<file path="src/include/etx_pkg.sv">
// Shared constants and types for the Ethernet transmit framer block
package etx_pkg;
  // Register map, byte addresses on the Wishbone bus
  localparam int ETX_ADR_W = 4;
  localparam logic [3:0] ETX_REG_PHY_CFG = 4'h0;
  localparam logic [3:0] ETX_REG_STATUS = 4'h4;
  localparam logic [3:0] ETX_REG_TX_LAT = 4'h8;
  localparam logic [3:0] ETX_REG_TX_FRAMES = 4'hC;
  // Soft reset bits of the configuration word
  localparam int ETX_CFG_TX_RST = 0;
  localparam int ETX_CFG_RX_RST = 1;
  localparam int ETX_CFG_SYS_RST = 2;
  localparam logic [2:0] ETX_CFG_RESET = 3'h0;
  // Status bits
  localparam int ETX_ST_TX_STABLE = 0;
  localparam int ETX_ST_RX_READY = 1;
  localparam int ETX_ST_TX_BUSY = 2;
  // Latency register, 16.16 ns, widened to 48.16 when used
  localparam logic [31:0] ETX_TX_LAT_RESET = 32'h0000_0000;
  // 48.16 time format
  localparam int ETX_TOD_W = 64;
  localparam int ETX_TOD_FRAC_W = 16;
  localparam int ETX_TOD_NS_W = 48;
  // Line coding, lane 0 goes out first
  localparam logic [63:0] ETX_PRE_WORD = 64'hD555_5555_5555_55FB;
  localparam logic [7:0] ETX_PRE_CTRL = 8'h01;
  localparam logic [7:0] ETX_CTL_TERM = 8'hFD;
  localparam logic [7:0] ETX_CTL_IDLE = 8'h07;
  localparam logic [7:0] ETX_CTL_ERR = 8'hFE;
  localparam logic [15:0] ETX_MIN_BODY = 16'd60;
  localparam logic [15:0] ETX_FCS_BYTES = 16'd4;
  localparam int ETX_GAP_WORDS = 2;
  localparam logic [31:0] ETX_CRC_INIT = 32'hFFFF_FFFF;
  localparam logic [31:0] ETX_CRC_POLY = 32'hEDB8_8320;
  typedef enum logic [2:0] {
    ETX_IDLE = 3'b000,
    ETX_PRE = 3'b001,
    ETX_BODY = 3'b010,
    ETX_TAIL = 3'b011,
    ETX_GAP = 3'b100
  } etx_state_e;
endpackage

</file>
<file path="src/hw/etx_crc32.sv">
// Byte-masked reflected CRC-32 over one 8-lane word
`timescale 1ns/1ns
module etx_crc32 #(
  parameter int LANES = 8
) (
  input wire logic [31:0] crc_i,
  input wire logic [8*LANES-1:0] data_i,
  input wire logic [LANES-1:0] en_i,
  output logic [31:0] crc_o
);
  import etx_pkg::*;
  always_comb begin
    logic [31:0] c;
    c = crc_i;
    for (int k = 0; k < LANES; k++) begin
      if (en_i[k]) begin
        c = c ^ {24'h000000, data_i[8*k +: 8]};
        for (int b = 0; b < 8; b++) begin
          c = c[0] ? ((c >> 1) ^ ETX_CRC_POLY) : (c >> 1);
        end
      end
    end
    crc_o = c;
  end
endmodule // etx_crc32

</file>
<file path="src/hw/etx_tod_add.sv">
// Adder for 48.16 nanosecond time values
`timescale 1ns/1ns
module etx_tod_add (
  input wire logic [etx_pkg::ETX_TOD_W-1:0] a_i,
  input wire logic [etx_pkg::ETX_TOD_W-1:0] b_i,
  output logic [etx_pkg::ETX_TOD_W-1:0] sum_o
);
  import etx_pkg::*;
  logic [ETX_TOD_FRAC_W:0] frac_sum;
  logic [ETX_TOD_NS_W-1:0] ns_sum;
  // Fraction wraps past all ones and carries one ns upward
  assign frac_sum = {1'b0, a_i[ETX_TOD_FRAC_W-1:0]} + {1'b0, b_i[ETX_TOD_FRAC_W-1:0]};
  assign ns_sum = a_i[ETX_TOD_W-1:ETX_TOD_FRAC_W] + b_i[ETX_TOD_W-1:ETX_TOD_FRAC_W]
    + {{(ETX_TOD_NS_W-1){1'b0}}, frac_sum[ETX_TOD_FRAC_W]};
  assign sum_o = {ns_sum, frac_sum[ETX_TOD_FRAC_W-1:0]};
endmodule // etx_tod_add

</file>
<file path="src/hw/etx_tx_mac.sv">
// Transmit framer, client byte order, soft resets and Wishbone registers
// Functional notes
// Time values: 48-bit ns over 16-bit fraction
// Fraction carries into ns past all ones
// Timestamps in and out use 48.16 format
// Software retunes period and delay per speed; this block has no period setting, only the delay through the latency register
// Reverse bits, add gap, delimiters, zero pad
// Compute frame check sequence and append it
// Started packet runs out with no idles
// Between packets ignore data, send idles
// Line frame: preamble first, check sequence last
// Client presents most significant bytes first
// Receive side delivers most significant bytes first
// Address bit 40 group, bit 41 local
// First octet low bit goes out first
// Soft resets stay until software clears them
// Hard reset restores every register value
// Each soft reset is one configuration bit
// Transmit soft reset drops lanes stable
// Receive soft reset drops coding ready
// System reset drops both, keeps registers
// Client never sends packets under nine bytes
// Zero pad frames under sixty-four bytes
//
// Design decisions made here: the Wishbone register port and the register offsets.
`timescale 1ns/1ns
module etx_tx_mac (
  input wire logic mclk_i,
  input wire logic sys_rst_i,
  // Wishbone slave
  input wire logic [etx_pkg::ETX_ADR_W-1:0] wb_adr_i,
  input wire logic [31:0] wb_dat_i,
  input wire logic [3:0] wb_sel_i,
  input wire logic wb_we_i,
  input wire logic wb_cyc_i,
  input wire logic wb_stb_i,
  output logic [31:0] wb_dat_o,
  output logic wb_ack_o,
  // Transmit client stream, ready latency zero
  input wire logic [63:0] tx_data_i,
  input wire logic tx_valid_i,
  input wire logic tx_sop_i,
  input wire logic tx_eop_i,
  input wire logic [2:0] tx_empty_i,
  input wire logic tx_error_i,
  output logic tx_ready_o,
  // Time of day and egress timestamp
  input wire logic [etx_pkg::ETX_TOD_W-1:0] tod_i,
  output logic [etx_pkg::ETX_TOD_W-1:0] tx_ts_o,
  output logic tx_ts_valid_o,
  // Line side, 8 lanes with control flags
  output logic [63:0] line_txd_o,
  output logic [7:0] line_txc_o,
  // Receive words from the decoder and to the client
  input wire logic [63:0] line_rxd_i,
  input wire logic line_rx_valid_i,
  output logic [63:0] rx_data_o,
  output logic rx_valid_o,
  // Lock inputs and readiness outputs
  input wire logic tx_lock_i,
  input wire logic rx_lock_i,
  output logic tx_lanes_stable_o,
  output logic rx_pcs_ready_o
);
  import etx_pkg::*;

  function automatic logic [63:0] lane_swap(input logic [63:0] w);
    logic [63:0] r;
    r = 64'h0;
    for (int k = 0; k < 8; k++) begin
      r[8*k +: 8] = w[63-8*k -: 8];
    end
    return r;
  endfunction

  // ---------------- Registers ----------------
  logic [2:0] phy_cfg_r, phy_cfg_nxt;
  logic [31:0] lat_r, lat_nxt;
  logic [31:0] frames_r, frames_nxt;
  logic ack_r, ack_nxt;
  logic [31:0] rdat_r, rdat_nxt;
  logic wb_req, wb_wr;
  logic tx_rst, rx_rst;
  logic frame_done;
  logic [31:0] status_w;

  assign wb_req = wb_cyc_i && wb_stb_i && !ack_r;
  assign wb_wr = wb_cyc_i && wb_stb_i && wb_we_i && ack_r;
  // Transmit logic is held while either soft reset that covers it is set
  assign tx_rst = sys_rst_i || phy_cfg_r[ETX_CFG_TX_RST] || phy_cfg_r[ETX_CFG_SYS_RST];
  assign rx_rst = sys_rst_i || phy_cfg_r[ETX_CFG_RX_RST] || phy_cfg_r[ETX_CFG_SYS_RST];

  always_comb begin
    phy_cfg_nxt = phy_cfg_r;
    lat_nxt = lat_r;
    frames_nxt = frames_r + {31'h0, frame_done};
    ack_nxt = wb_req;
    rdat_nxt = rdat_r;
    status_w = 32'h0;
    status_w[ETX_ST_TX_STABLE] = tx_lanes_stable_o;
    status_w[ETX_ST_RX_READY] = rx_pcs_ready_o;
    status_w[ETX_ST_TX_BUSY] = tx_ready_o == 1'b0;
    if (wb_wr) begin
      case (wb_adr_i)
        // Bits only change on a write, never by themselves
        ETX_REG_PHY_CFG: if (wb_sel_i[0]) phy_cfg_nxt = wb_dat_i[2:0];
        ETX_REG_TX_LAT: begin
          for (int b = 0; b < 4; b++) begin
            if (wb_sel_i[b]) lat_nxt[8*b +: 8] = wb_dat_i[8*b +: 8];
          end
        end
        default: ;
      endcase
    end
    if (wb_req && !wb_we_i) begin
      case (wb_adr_i)
        ETX_REG_PHY_CFG: rdat_nxt = {29'h0, phy_cfg_r};
        ETX_REG_STATUS: rdat_nxt = status_w;
        ETX_REG_TX_LAT: rdat_nxt = lat_r;
        ETX_REG_TX_FRAMES: rdat_nxt = frames_r;
        default: rdat_nxt = 32'h0;
      endcase
    end
  end

  // Only the hard reset touches the registers; soft resets leave them alone
  always_ff @(posedge mclk_i) begin
    if (sys_rst_i) begin
      phy_cfg_r <= ETX_CFG_RESET;
      lat_r <= ETX_TX_LAT_RESET;
      frames_r <= 32'h0;
      ack_r <= 1'b0;
      rdat_r <= 32'h0;
    end else begin
      phy_cfg_r <= phy_cfg_nxt;
      lat_r <= lat_nxt;
      frames_r <= frames_nxt;
      ack_r <= ack_nxt;
      rdat_r <= rdat_nxt;
    end
  end
  assign wb_ack_o = ack_r;
  assign wb_dat_o = rdat_r;

  // ---------------- Readiness and receive order ----------------
  always_ff @(posedge mclk_i) begin
    if (tx_rst) tx_lanes_stable_o <= 1'b0;
    else tx_lanes_stable_o <= tx_lock_i;
    if (rx_rst) begin
      rx_pcs_ready_o <= 1'b0;
      rx_valid_o <= 1'b0;
      rx_data_o <= 64'h0;
    end else begin
      rx_pcs_ready_o <= rx_lock_i;
      rx_valid_o <= line_rx_valid_i && rx_pcs_ready_o;
      rx_data_o <= lane_swap(line_rxd_i);
    end
  end

  // ---------------- Transmit framer ----------------
  etx_state_e st_r, st_nxt;
  logic [63:0] hold_r, hold_nxt;
  logic [15:0] cnt_r, cnt_nxt;
  logic [15:0] dend_r, dend_nxt;
  logic err_r, err_nxt;
  logic [1:0] gap_r, gap_nxt;
  logic [31:0] crc_r, crc_nxt, crc_out;
  logic [63:0] txd_nxt;
  logic [7:0] txc_nxt;
  logic [63:0] crc_dat;
  logic [7:0] crc_en;
  logic [15:0] pend;
  logic [31:0] fcs;
  logic [63:0] ts_sum;
  logic accept_sop;

  // Client byte 0 (bits 63:56, first address octet) lands on lane 0; the
  // line then sends each lane low bit first, so DA bit 40 leads the frame
  logic [63:0] hold_sw;
  assign hold_sw = lane_swap(hold_r);
  assign pend = (dend_r < ETX_MIN_BODY) ? ETX_MIN_BODY : dend_r;
  assign fcs = ~crc_out;
  // A packet with start and end in one word is silently dropped
  assign accept_sop = tx_valid_i && tx_sop_i && !tx_eop_i;
  assign tx_ready_o = !tx_rst && (st_r == ETX_IDLE || st_r == ETX_BODY);

  // Bytes that feed the check sequence this cycle: data then zero padding
  always_comb begin
    logic [15:0] fidx;
    fidx = 16'h0;
    crc_dat = 64'h0;
    crc_en = 8'h00;
    if (st_r == ETX_BODY) begin
      crc_dat = hold_sw;
      crc_en = 8'hFF;
    end else if (st_r == ETX_TAIL) begin
      for (int k = 0; k < 8; k++) begin
        fidx = cnt_r + 16'(k);
        if (fidx < dend_r) crc_dat[8*k +: 8] = hold_sw[8*k +: 8];
        crc_en[k] = fidx < pend;
      end
    end
  end

  etx_crc32 #(
    .LANES(8)
  ) u_crc (
    .crc_i(crc_r),
    .data_i(crc_dat),
    .en_i(crc_en),
    .crc_o(crc_out)
  );

  etx_tod_add u_ts (
    .a_i(tod_i),
    .b_i({16'h0, lat_r, 16'h0} >> 16),
    .sum_o(ts_sum)
  );

  always_comb begin
    logic [15:0] fidx;
    logic [15:0] fpos;
    fidx = 16'h0;
    fpos = 16'h0;
    st_nxt = st_r;
    hold_nxt = hold_r;
    cnt_nxt = cnt_r;
    dend_nxt = dend_r;
    err_nxt = err_r;
    gap_nxt = gap_r;
    crc_nxt = crc_out;
    txd_nxt = {8{ETX_CTL_IDLE}};
    txc_nxt = 8'hFF;
    frame_done = 1'b0;
    case (st_r)
      ETX_IDLE: begin
        // Data between packets is not looked at
        if (accept_sop) begin
          hold_nxt = tx_data_i;
          cnt_nxt = 16'h0;
          err_nxt = 1'b0;
          st_nxt = ETX_PRE;
        end
      end
      ETX_PRE: begin
        txd_nxt = ETX_PRE_WORD;
        txc_nxt = ETX_PRE_CTRL;
        crc_nxt = ETX_CRC_INIT;
        st_nxt = ETX_BODY;
      end
      ETX_BODY: begin
        // Client must keep valid high; a gap here would corrupt the frame
        txd_nxt = hold_sw;
        txc_nxt = 8'h00;
        cnt_nxt = cnt_r + 16'd8;
        hold_nxt = tx_data_i;
        if (tx_valid_i && tx_eop_i) begin
          dend_nxt = cnt_r + 16'd16 - {13'h0, tx_empty_i};
          err_nxt = tx_error_i;
          st_nxt = ETX_TAIL;
        end
      end
      ETX_TAIL: begin
        txc_nxt = 8'h00;
        for (int k = 0; k < 8; k++) begin
          fidx = cnt_r + 16'(k);
          if (fidx < dend_r) begin
            txd_nxt[8*k +: 8] = hold_sw[8*k +: 8];
          end else if (fidx < pend) begin
            txd_nxt[8*k +: 8] = 8'h00;
          end else if (fidx < pend + ETX_FCS_BYTES) begin
            fpos = fidx - pend;
            txd_nxt[8*k +: 8] = fcs[8*fpos[1:0] +: 8];
            if (err_r && fpos == 16'h0) begin
              txd_nxt[8*k +: 8] = ETX_CTL_ERR;
              txc_nxt[k] = 1'b1;
            end
          end else if (fidx == pend + ETX_FCS_BYTES) begin
            txd_nxt[8*k +: 8] = ETX_CTL_TERM;
            txc_nxt[k] = 1'b1;
          end else begin
            txd_nxt[8*k +: 8] = ETX_CTL_IDLE;
            txc_nxt[k] = 1'b1;
          end
        end
        cnt_nxt = cnt_r + 16'd8;
        if (cnt_r + 16'd8 > pend + ETX_FCS_BYTES) begin
          gap_nxt = 2'(ETX_GAP_WORDS - 1);
          frame_done = 1'b1;
          st_nxt = ETX_GAP;
        end
      end
      ETX_GAP: begin
        // Whole idle words after the terminate keep the gap at least twelve
        gap_nxt = gap_r - 2'd1;
        if (gap_r == 2'd0) st_nxt = ETX_IDLE;
      end
      default: st_nxt = ETX_IDLE;
    endcase
  end

  always_ff @(posedge mclk_i) begin
    if (tx_rst) begin
      st_r <= ETX_IDLE;
      hold_r <= 64'h0;
      cnt_r <= 16'h0;
      dend_r <= 16'h0;
      err_r <= 1'b0;
      gap_r <= 2'd0;
      crc_r <= ETX_CRC_INIT;
      line_txd_o <= {8{ETX_CTL_IDLE}};
      line_txc_o <= 8'hFF;
      tx_ts_o <= 64'h0;
      tx_ts_valid_o <= 1'b0;
    end else begin
      st_r <= st_nxt;
      hold_r <= hold_nxt;
      cnt_r <= cnt_nxt;
      dend_r <= dend_nxt;
      err_r <= err_nxt;
      gap_r <= gap_nxt;
      crc_r <= crc_nxt;
      line_txd_o <= txd_nxt;
      line_txc_o <= txc_nxt;
      tx_ts_valid_o <= st_r == ETX_IDLE && accept_sop;
      if (st_r == ETX_IDLE && accept_sop) tx_ts_o <= ts_sum;
    end
  end

  // ---------------- Checks ----------------
  AST_PREAMBLE_LEADS: assert property (@(posedge mclk_i) disable iff (tx_rst)
    st_r == ETX_IDLE && accept_sop |-> ##2 line_txd_o == ETX_PRE_WORD
      && line_txc_o == ETX_PRE_CTRL)
    else $error("preamble word not sent two cycles after start");
  AST_IDLE_BETWEEN: assert property (@(posedge mclk_i) disable iff (tx_rst)
    st_r == ETX_IDLE && !accept_sop |=> st_r == ETX_IDLE ##1 line_txc_o == 8'hFF)
    else $error("line not idle between packets");
  AST_NO_IDLE_IN_BODY: assert property (@(posedge mclk_i) disable iff (tx_rst)
    st_r == ETX_BODY |=> line_txc_o == 8'h00)
    else $error("control character inside packet body");
  AST_SOFT_STICKY: assert property (@(posedge mclk_i) disable iff (sys_rst_i)
    !wb_wr || wb_adr_i != ETX_REG_PHY_CFG |=> phy_cfg_r == $past(phy_cfg_r))
    else $error("soft reset bits changed without a write");
  AST_HARD_RESET: assert property (@(posedge mclk_i)
    sys_rst_i |=> phy_cfg_r == ETX_CFG_RESET && lat_r == ETX_TX_LAT_RESET
      && frames_r == 32'h0)
    else $error("hard reset left a register set");
  AST_TX_STABLE_DROP: assert property (@(posedge mclk_i) disable iff (sys_rst_i)
    phy_cfg_r[ETX_CFG_TX_RST] || phy_cfg_r[ETX_CFG_SYS_RST] |=> !tx_lanes_stable_o
      && st_r == ETX_IDLE)
    else $error("transmit soft reset did not drop lanes stable");
  AST_RX_READY_DROP: assert property (@(posedge mclk_i) disable iff (sys_rst_i)
    phy_cfg_r[ETX_CFG_RX_RST] || phy_cfg_r[ETX_CFG_SYS_RST] |=> !rx_pcs_ready_o)
    else $error("receive soft reset did not drop coding ready");
  AST_SYS_KEEPS_CSR: assert property (@(posedge mclk_i) disable iff (sys_rst_i)
    phy_cfg_r[ETX_CFG_SYS_RST] && !wb_wr |=> lat_r == $past(lat_r))
    else $error("system soft reset disturbed a register");
  AST_TS_48_16: assert property (@(posedge mclk_i) disable iff (tx_rst)
    tx_ts_valid_o |-> tx_ts_o == $past(tod_i) + {32'h0, $past(lat_r)})
    else $error("timestamp not entry time plus latency in 48.16");
  AST_RX_MSB_FIRST: assert property (@(posedge mclk_i) disable iff (rx_rst)
    rx_valid_o |-> rx_data_o[63:56] == $past(line_rxd_i[7:0]))
    else $error("receive lane 0 not on the top client byte");
  AST_MIN_FRAME: assert property (@(posedge mclk_i) disable iff (tx_rst)
    st_r == ETX_TAIL && st_nxt == ETX_GAP |-> cnt_r + 16'd8 > ETX_MIN_BODY)
    else $error("frame ended below minimum length");
endmodule // etx_tx_mac

</file>
<file path="config.mk">
export PLATFORM = sky130hd
export DESIGN_NAME = etx_tx_mac
export DESIGN_NICKNAME = d
export VERILOG_FILES = /design/src/include/etx_pkg.sv /design/src/hw/etx_crc32.sv /design/src/hw/etx_tod_add.sv /design/src/hw/etx_tx_mac.sv
export SDC_FILE = /design/constraint.sdc
export NUM_CORES = 2
export LEC_CHECK = 0
export BUFFER_PORTS_ARGS = -buffer_cell sky130_fd_sc_hd__buf_2
export CORE_MARGIN = 2
export CORE_UTILIZATION = 30
export DETAILED_ROUTE_END_ITERATION = 8
export PLACE_DENSITY = 0.58
export SLEW_MARGIN = 15
export SYNTH_ARGS = -nofsm -noshare
export SYNTH_HDL_FRONTEND = slang
export SYNTH_HIERARCHICAL = 1
export SYNTH_SLANG_ARGS = --single-unit
</file>
<file path="constraint.sdc">
create_clock -name mclk_i -period 14.2 [get_ports mclk_i]
set_input_delay 0.71 -clock mclk_i [delete_from_list [all_inputs] [get_ports mclk_i]]
set_output_delay 0.71 -clock mclk_i [all_outputs]
set_load 0.005 [all_outputs]
</file>
; ---- Word-level counts from Yosys, hierarchy flattened
; Index checks and enable logic that the tools add are counted.
[word_totals]
ff_bits = 438
inputBits = 247
out_inout_bits = 238
word_cells = 405
[op_classes]
addsub = 24
magnitude_cmp = 26
n_eq_ne = 19
shifts = 8
muxes = 176
n_bitwise = 74
n_reduce_logical = 55
[op_table]
columns = op, count
row1 = 2-to-1 mux 32 bit, 72
row2 = inverter 13 -> 14 bit, 64
row3 = 2-to-1 mux 8 bit, 50
row4 = < comparator 16 bit, 24
row5 = variable part select 32 x 6 -> 8 bit, 8
row6 = XOR 32 x 8 -> 32 bit, 8
row7 = 2-to-1 mux 64 bit, 3
row8 = one-hot mux 64 bit (3 select lines), 1
row9 = == test 16 bit, 8
row10 = logical NOT 16 bit, 8
row11 = one-hot mux 32 bit (4 select lines), 1
row12 = one-hot mux 64 bit (2 select lines), 1
row13 = subtractor 16 bit, 8
row14 = "adder 16 x 3 -> 16 bit, second input constant", 5
row15 = adder 48 x 1 -> 48 bit, 1
row16 = adder 48 x 16 -> 48 bit, 1
row17 = 2-to-1 mux 1 bit, 36
row18 = "adder 16 x 2 -> 16 bit, second input constant", 2
row19 = adder 32 x 1 -> 32 bit, 1
row20 = 2-to-1 mux 16 bit, 2
row21 = inverter 32 bit, 1
row22 = one-hot mux 16 bit (2 select lines), 1
row23 = one-hot mux 8 bit (3 select lines), 1
row24 = logical AND 1 bit, 19
row25 = other kinds (31), 56

; ---- Logic depth before layout (Yosys ltp)
[logic_depth]
word_depth = 156
mapped_depth = 53
depth_no_buf = 45

; ---- Hierarchy
; The synthesis kept the hierarchy.
[modules_own_cells]
columns = mod, n_inst, cells_per_inst, area_per_inst_um2, seq_area_each_um2
row1 = etx_tx_mac, 1, 3241, 25298.0, 8708.4
row2 = etx_crc32, 1, 1556, 12823.5, 0.0
row3 = etx_tod_add, 1, 448, 3216.8, 0.0

; ---- Least setup slack after synthesis
; Ideal clock, no wire load.
[synth_timing]
path_kind = register to register
start = reg dend_r[11]
end = reg line_txd_o[3]
setup_time_ns = 0.132
arrival_ns = 12.591
t_required_ns = 14.068
setup_slack_ns = 1.477
path_stages_with_launch = 47
n_path_buf = 7
synth_period_minus_slack_ns = 12.723
cell_sequence = dfxtp_1 -> clkbuf_1 -> or4_1 -> clkbuf_1 -> nor3_1 -> a21o_1 -> clkbuf_1 -> ha_1 -> clkbuf_1 -> a31oi_1 -> o21ai_1 -> a41oi_2 -> o21ai_0 -> a21oi_1 -> buf_2 -> nand2_1 -> nor3_1 -> o41a_1 -> (+11 left out) -> xnor3_1 -> o21ai_1 -> nand4_4 -> or3_1 -> a31oi_1 -> xnor2_1 -> xor2_1 -> xor2_1 -> o21bai_1 -> nand4_2 -> xor2_1 -> xor3_1 -> xnor2_1 -> mux2i_1 -> mux2i_1 -> mux2_2 -> o41ai_1 -> a21oi_1
[synth_between]
word_cells_on_any_way = 188
cone_classes = 2 x add/sub / 18 x order compare / 1 x eq/ne / 1 x shift / 91 x mux / 73 x bitwise / 2 x reduce/logical
[synth_rtl]
columns = item, line_no
row1 = start: declaration, etx_tx_mac.sv:164  ; logic [15:0] dend_r, dend_nxt;
row2 = start signal: assignment, etx_tx_mac.sv:319  ; dend_r <= dend_nxt;
row3 = < comparator 16 x 6 -> 1 bit, etx_tx_mac.sv:181  ; assign pend = (dend_r < ETX_MIN_BODY) ? ETX_MIN_BODY : dend_r;
row4 = 2-to-1 mux 16 bit (*), etx_tx_mac.sv:181
row5 = < comparator 16 bit (*), etx_tx_mac.sv:200  ; crc_en[k] = fidx < pend;
row6 = 2-to-1 mux 8 bit (*), etx_tx_mac.sv:196  ; end else if (st_r == ETX_TAIL) begin
row7 = 2-to-1 mux 8 bit (*), etx_tx_mac.sv:193  ; if (st_r == ETX_BODY) begin
row8 = net crc_en[0], etx_tx_mac.sv:171  ; logic [7:0] crc_en;
row9 = 2-to-1 mux 32 bit (*), etx_crc32.sv:16  ; if (en_i[k]) begin
row10 = XOR 32 x 8 -> 32 bit, etx_crc32.sv:17  ; c = c ^ {24'h000000, data_i[8*k +: 8]};
row11 = (+94 left out), n/a
row12 = net crc_out[19], etx_tx_mac.sv:167  ; logic [31:0] crc_r, crc_nxt, crc_out;
row13 = inverter 32 bit (*), etx_tx_mac.sv:182  ; assign fcs = ~crc_out;
row14 = variable part select 32 x 6 -> 8 bit (*), etx_tx_mac.sv:273  ; txd_nxt[8*k +: 8] = fcs[8*fpos[1:0] +: 8];
row15 = 2-to-1 mux 8 bit (*), etx_tx_mac.sv:274  ; if (err_r && fpos == 16'h0) begin
row16 = 2-to-1 mux 8 bit (*), etx_tx_mac.sv:271  ; end else if (fidx < pend + ETX_FCS_BYTES) begin
row17 = 2-to-1 mux 8 bit (*), etx_tx_mac.sv:269  ; end else if (fidx < pend) begin
row18 = 2-to-1 mux 8 bit (*), etx_tx_mac.sv:267  ; if (fidx < dend_r) begin
row19 = one-hot mux 64 bit (3 select lines) (*), etx_tx_mac.sv:235  ; case (st_r)
row20 = end signal: assignment, etx_tx_mac.sv:311  ; line_txd_o <= {8{ETX_CTL_IDLE}};
row21 = end signal: assignment, etx_tx_mac.sv:323  ; line_txd_o <= txd_nxt;
row22 = end: declaration, etx_tx_mac.sv:52  ; output logic [63:0] line_txd_o,
; The timed path passes the listed nets; every way through them passes the cells marked *.
; A chain may end at the register's enable or synchronous reset.

; ---- Final worst setup path
[layout_timing]
start = reg dend_r[10]
end = reg line_txd_o[0]
[layout_between]
word_cells_on_any_way = 186
cone_classes = 2 x add/sub / 18 x order compare / 1 x shift / 90 x mux / 73 x bitwise / 2 x reduce/logical
[layout_rtl]
columns = item, line_no
row1 = < comparator 16 x 6 -> 1 bit, etx_tx_mac.sv:181
row2 = 2-to-1 mux 16 bit (*), etx_tx_mac.sv:181
row3 = < comparator 16 bit (*), etx_tx_mac.sv:200
row4 = 2-to-1 mux 8 bit (*), etx_tx_mac.sv:196
row5 = 2-to-1 mux 8 bit (*), etx_tx_mac.sv:193
row6 = net crc_en[0], etx_tx_mac.sv:171
row7 = 2-to-1 mux 32 bit (*), etx_crc32.sv:16
row8 = XOR 32 x 8 -> 32 bit, etx_crc32.sv:17
row9 = (+91 left out), n/a
row10 = net crc_out[24], etx_tx_mac.sv:167
row11 = inverter 32 bit (*), etx_tx_mac.sv:182
row12 = variable part select 32 x 6 -> 8 bit (*), etx_tx_mac.sv:273
row13 = 2-to-1 mux 8 bit (*), etx_tx_mac.sv:274
row14 = 2-to-1 mux 8 bit (*), etx_tx_mac.sv:271
row15 = 2-to-1 mux 8 bit (*), etx_tx_mac.sv:269
row16 = 2-to-1 mux 8 bit (*), etx_tx_mac.sv:267
row17 = one-hot mux 64 bit (3 select lines) (*), etx_tx_mac.sv:235
; Marked as above.

==> metrics.csv <==
stage;metric;value;unit
placed_design;io_buffers;484;
critical_path;worst-endpoint-arrival;14.12;ns
clock_network;cts.path.max_buffers;3;
global_route;grt_pass1_wl;267000;µm
finish;nets;6239;
logic_synthesis;syn_area;41300;µm²
logic_synthesis;yosys_warnings;6;
floorplanning;fp.dieH;375;µm
floorplanning;std_cell_rows;136;
clock_network;h-tree-depth;2;
timing;finalCritPeriodShare;0.955;
detailed_routing;drtAntennaViolNets;0;
floorplanning;die-area;141000;µm²
power;vdd_drop_max;180;µV
clock_network;cts_buffers;55;
finish;drive_gt1_frac;0.177;
power;p_leak;20.9;nW
logic_synthesis;ys_seq_elements;435;
logic_synthesis;synth_cells;5245;
critical_path;cp_max_fo;12;
logic_synthesis;synthArstFlopShare;0;
global_route;grt_pass1_vias;39800;
status;status;finished clean;
critical_path;cpPeakStageDelay;0.72;ns
detailed_routing;wl;184000;µm
finish;areaGrowthSynthToFinish;18.6;%
finish;final_cell_mix;nand2_1, a21oi_1, buf_2;
critical_path;cp.required;14.76;ns
placed_design;place.gp.congestion;0.988;
clock_network;clkSlewWorstSetupHoldPaths;0.07;ns
critical_path;worst-path-buf-inv;4;
timing;final-max-slew-violation-count;0;
global_route;grt_usage;0.251;
timing;tightest_slew;1.17;ns
timing;finalSetupViolCount;0;
critical_path;crit_path_start_kind;flip-flop;
clock_network;cts_tree;yes;
global_route;grt_max_degree;73;
logic_synthesis;postSynthAreaPerCell;7.88;µm²
detailed_routing;drt-wirelength-per-cell;24.2;µm
detailed_routing;vias_per_cell;5.53;
hold_path;hp-class;primary input to flip-flop;
floorplanning;initial_core_util;0.301;
placed_design;hpwlAfterDp;149000;µm
logic_synthesis;synth-edff-count;0;
timing;fin_crit;13.56;ns
detailed_routing;drc;0;
clock_network;root_buffer;clkbuf_16;
floorplanning;core-area;137000;µm²
critical_path;crit_family;simple AND/OR/NAND/NOR gates;
placed_design;preCtsSetupSlack;0.474;ns
timing;rsz0062_at_grt;no;
clock_network;clock_sinks;435;
timing;tns;0;ns
timing;holdWs;0.221;ns
timing;fmax;73.8;MHz
floorplanning;die_x;375;µm
floorplanning;io_pins;485;
finish;mostFrequentLayoutCell;nand2_1;
global_route;grt_overflow;0;
detailed_routing;dr.pass1.iters;6;
flow_run;maxCapViolations;0;
critical_path;cp_slowest_cell;or4_1;
detailed_routing;vias;42100;
critical_path;end_kind;flip-flop;
logic_synthesis;synthFlopType;dfxtp_1;
detailed_routing;drt_iter0_drc;4216;
clock_network;insertion_delay;0.71;ns
timing;fin_ws;0.641;ns
timing;hold_viol;0;
logic_synthesis;synth_cell_types;123;
critical_path;path_class;flip-flop to flip-flop;
global_route;grt_antenna_before_repair;44;
power;power.density;221;nW/µm²
logic_synthesis;ys_seq_area_frac;0.211;
timing;slew_headroom;0.220;
timing;finalClockSkew;0.0863;ns
critical_path;crit_top_cell;xnor3_1;
-- power breakdown --
group          total (W)  internal (W)  switching [W]
registers        0.00137       0.00130      0.0000780
logic            0.00792       0.00376        0.00416
clock network    0.00157      0.000898       0.000667
total             0.0109       0.00595        0.00490
-- flip-flops by register name, indices dropped and copies added, names as in the netlist, 13 cells and up --
| name | count |
|---|---|
| lat_r | 32 |
| line_txd_o | 64 |
| wb_dat_o | 32 |
| frames_r | 32 |
| cnt_r | 13 |
| tx_ts_o | 64 |
| dend_r | 16 |
| hold_r | 64 |
| crc_r | 32 |
| rx_data_o | 64 |
-- worst paths after layout --
check / depth (start not counted) / from / slack [ns] / end
worst max-delay path: 45 / dend_r[10]$_SDFFE_PP0P_ / 0.64 / line_txd_o[0]$_SDFF_PP1_
worst min register to register: 2 / hold_r[2]$_SDFFE_PP0P_ / 0.45 / hold_r[2]$_SDFFE_PP0P_
worst min-delay path: 2 / line_rxd_i[22] / 0.22 / rx_data_o[46]$_SDFF_PP0_
worst max register to register: 45 / dend_r[10]$_SDFFE_PP0P_ / 0.64 / line_txd_o[0]$_SDFF_PP1_
-- layer usage --
layer,vias up,GRT usage,wire length (µm)
li1,19800,-,-
met1,20100,0.336,79800
met2,1824,0.400,82300
met3,360,0.0504,15000
met4,52,0.0866,6900
met5,-,0,355
-- Yosys cell counts (16+ instances only) --
cell type,count,share of area
nor4_1,40,0.0061
o21bai_1,22,0.0040
and2_1,140,0.021
a21oi_1,507,0.061
clkbuf_1,250,0.023
buf_1,28,0.0025
xnor2_1,405,0.086
a211oi_1,48,0.0087
xor2_1,167,0.035
nor3_1,138,0.017
ha_1,223,0.067
or4_1,16,0.0029
and3_1,51,0.0077
a221oi_1,46,0.0097
nand3_1,138,0.017
a31oi_1,56,0.0085
nand4_1,55,0.0083
mux2_2,36,0.0098
o211ai_1,29,0.0053
o41ai_1,16,0.0034
a21o_1,92,0.017
nand2_1,660,0.060
nand2b_1,37,0.0056
or3_1,74,0.011
mux2i_1,166,0.040
o21ai_0,213,0.026
xor3_1,19,0.011
dfxtp_1,435,0.21
a211o_1,17,0.0036
xnor3_1,72,0.039
inv_1,156,0.014
o21a_1,33,0.0060
o31ai_1,28,0.0051
nor3b_1,17,0.0031
nor2_1,374,0.034
xnor2_2,18,0.0071
nor2b_1,37,0.0056
-- cells by family after synthesis --
logic type               share of synthesized area
adder cells (fa/ha/maj)                     0.0709
other                                    0.0000907
flip-flops                                   0.211
XOR/XNOR                                     0.188
AO/OA/AOI/OAI                                0.212
buffers and inverters                       0.0435
AND/OR/NAND/NOR                              0.219
multiplexers                                0.0564
-- through the flow --
step | instances | util | power [W] | area, µm²
5_1_grt | 7605 | 0.357 | 0.0114 | 49000
4_1_cts | 7604 | 0.357 | 0.0108 | 49000
3_5_place_dp | 7501 | 0.342 | 0.00915 | 47000
2_1_floorplan | 5279 | - | 0.00704 | 41500
3_3_place_gp | 7501 | 0.342 | 0.00916 | 47000
6_report | 7608 | 0.357 | 0.0109 | 49000
-- final cells by class --
type | count | area, µm²
Antenna cell | 3 | 7.51
Clock buffer | 66 | 1500
Clock inverter | 37 | 495
Fill cell | 14500 | 88100
Inverter | 165 | 619
Multi-Input combinational cell | 4380 | 31200
Sequential cell | 435 | 8710
Tap cell | 1794 | 2240
Timing Repair Buffer | 728 | 4270
-- worst register-to-register path: cells and delay by family, from the launching register on --
| family | cells | cell delay (ns) |
|---|---|---|
| AOI/OAI and AO/OA | 10 | 2.78 |
| xor gates and xnor gates | 10 | 3.47 |
| adders and majority gates | 1 | 0.30 |
| buffers and inverters | 4 | 0.78 |
| DFF | 1 | 0.44 |
| muxes | 5 | 1.28 |
| and+or+nand+nor | 15 | 4.37 |
-- timing repair --
action,CTS,global route
gates resized for setup,0,7
endpoints found under the hold margin,0,0
hold buffers,0,0
buffers inserted,0,1
endpoints found under the setup margin,0,61
(Power assumes the default switching activity.)
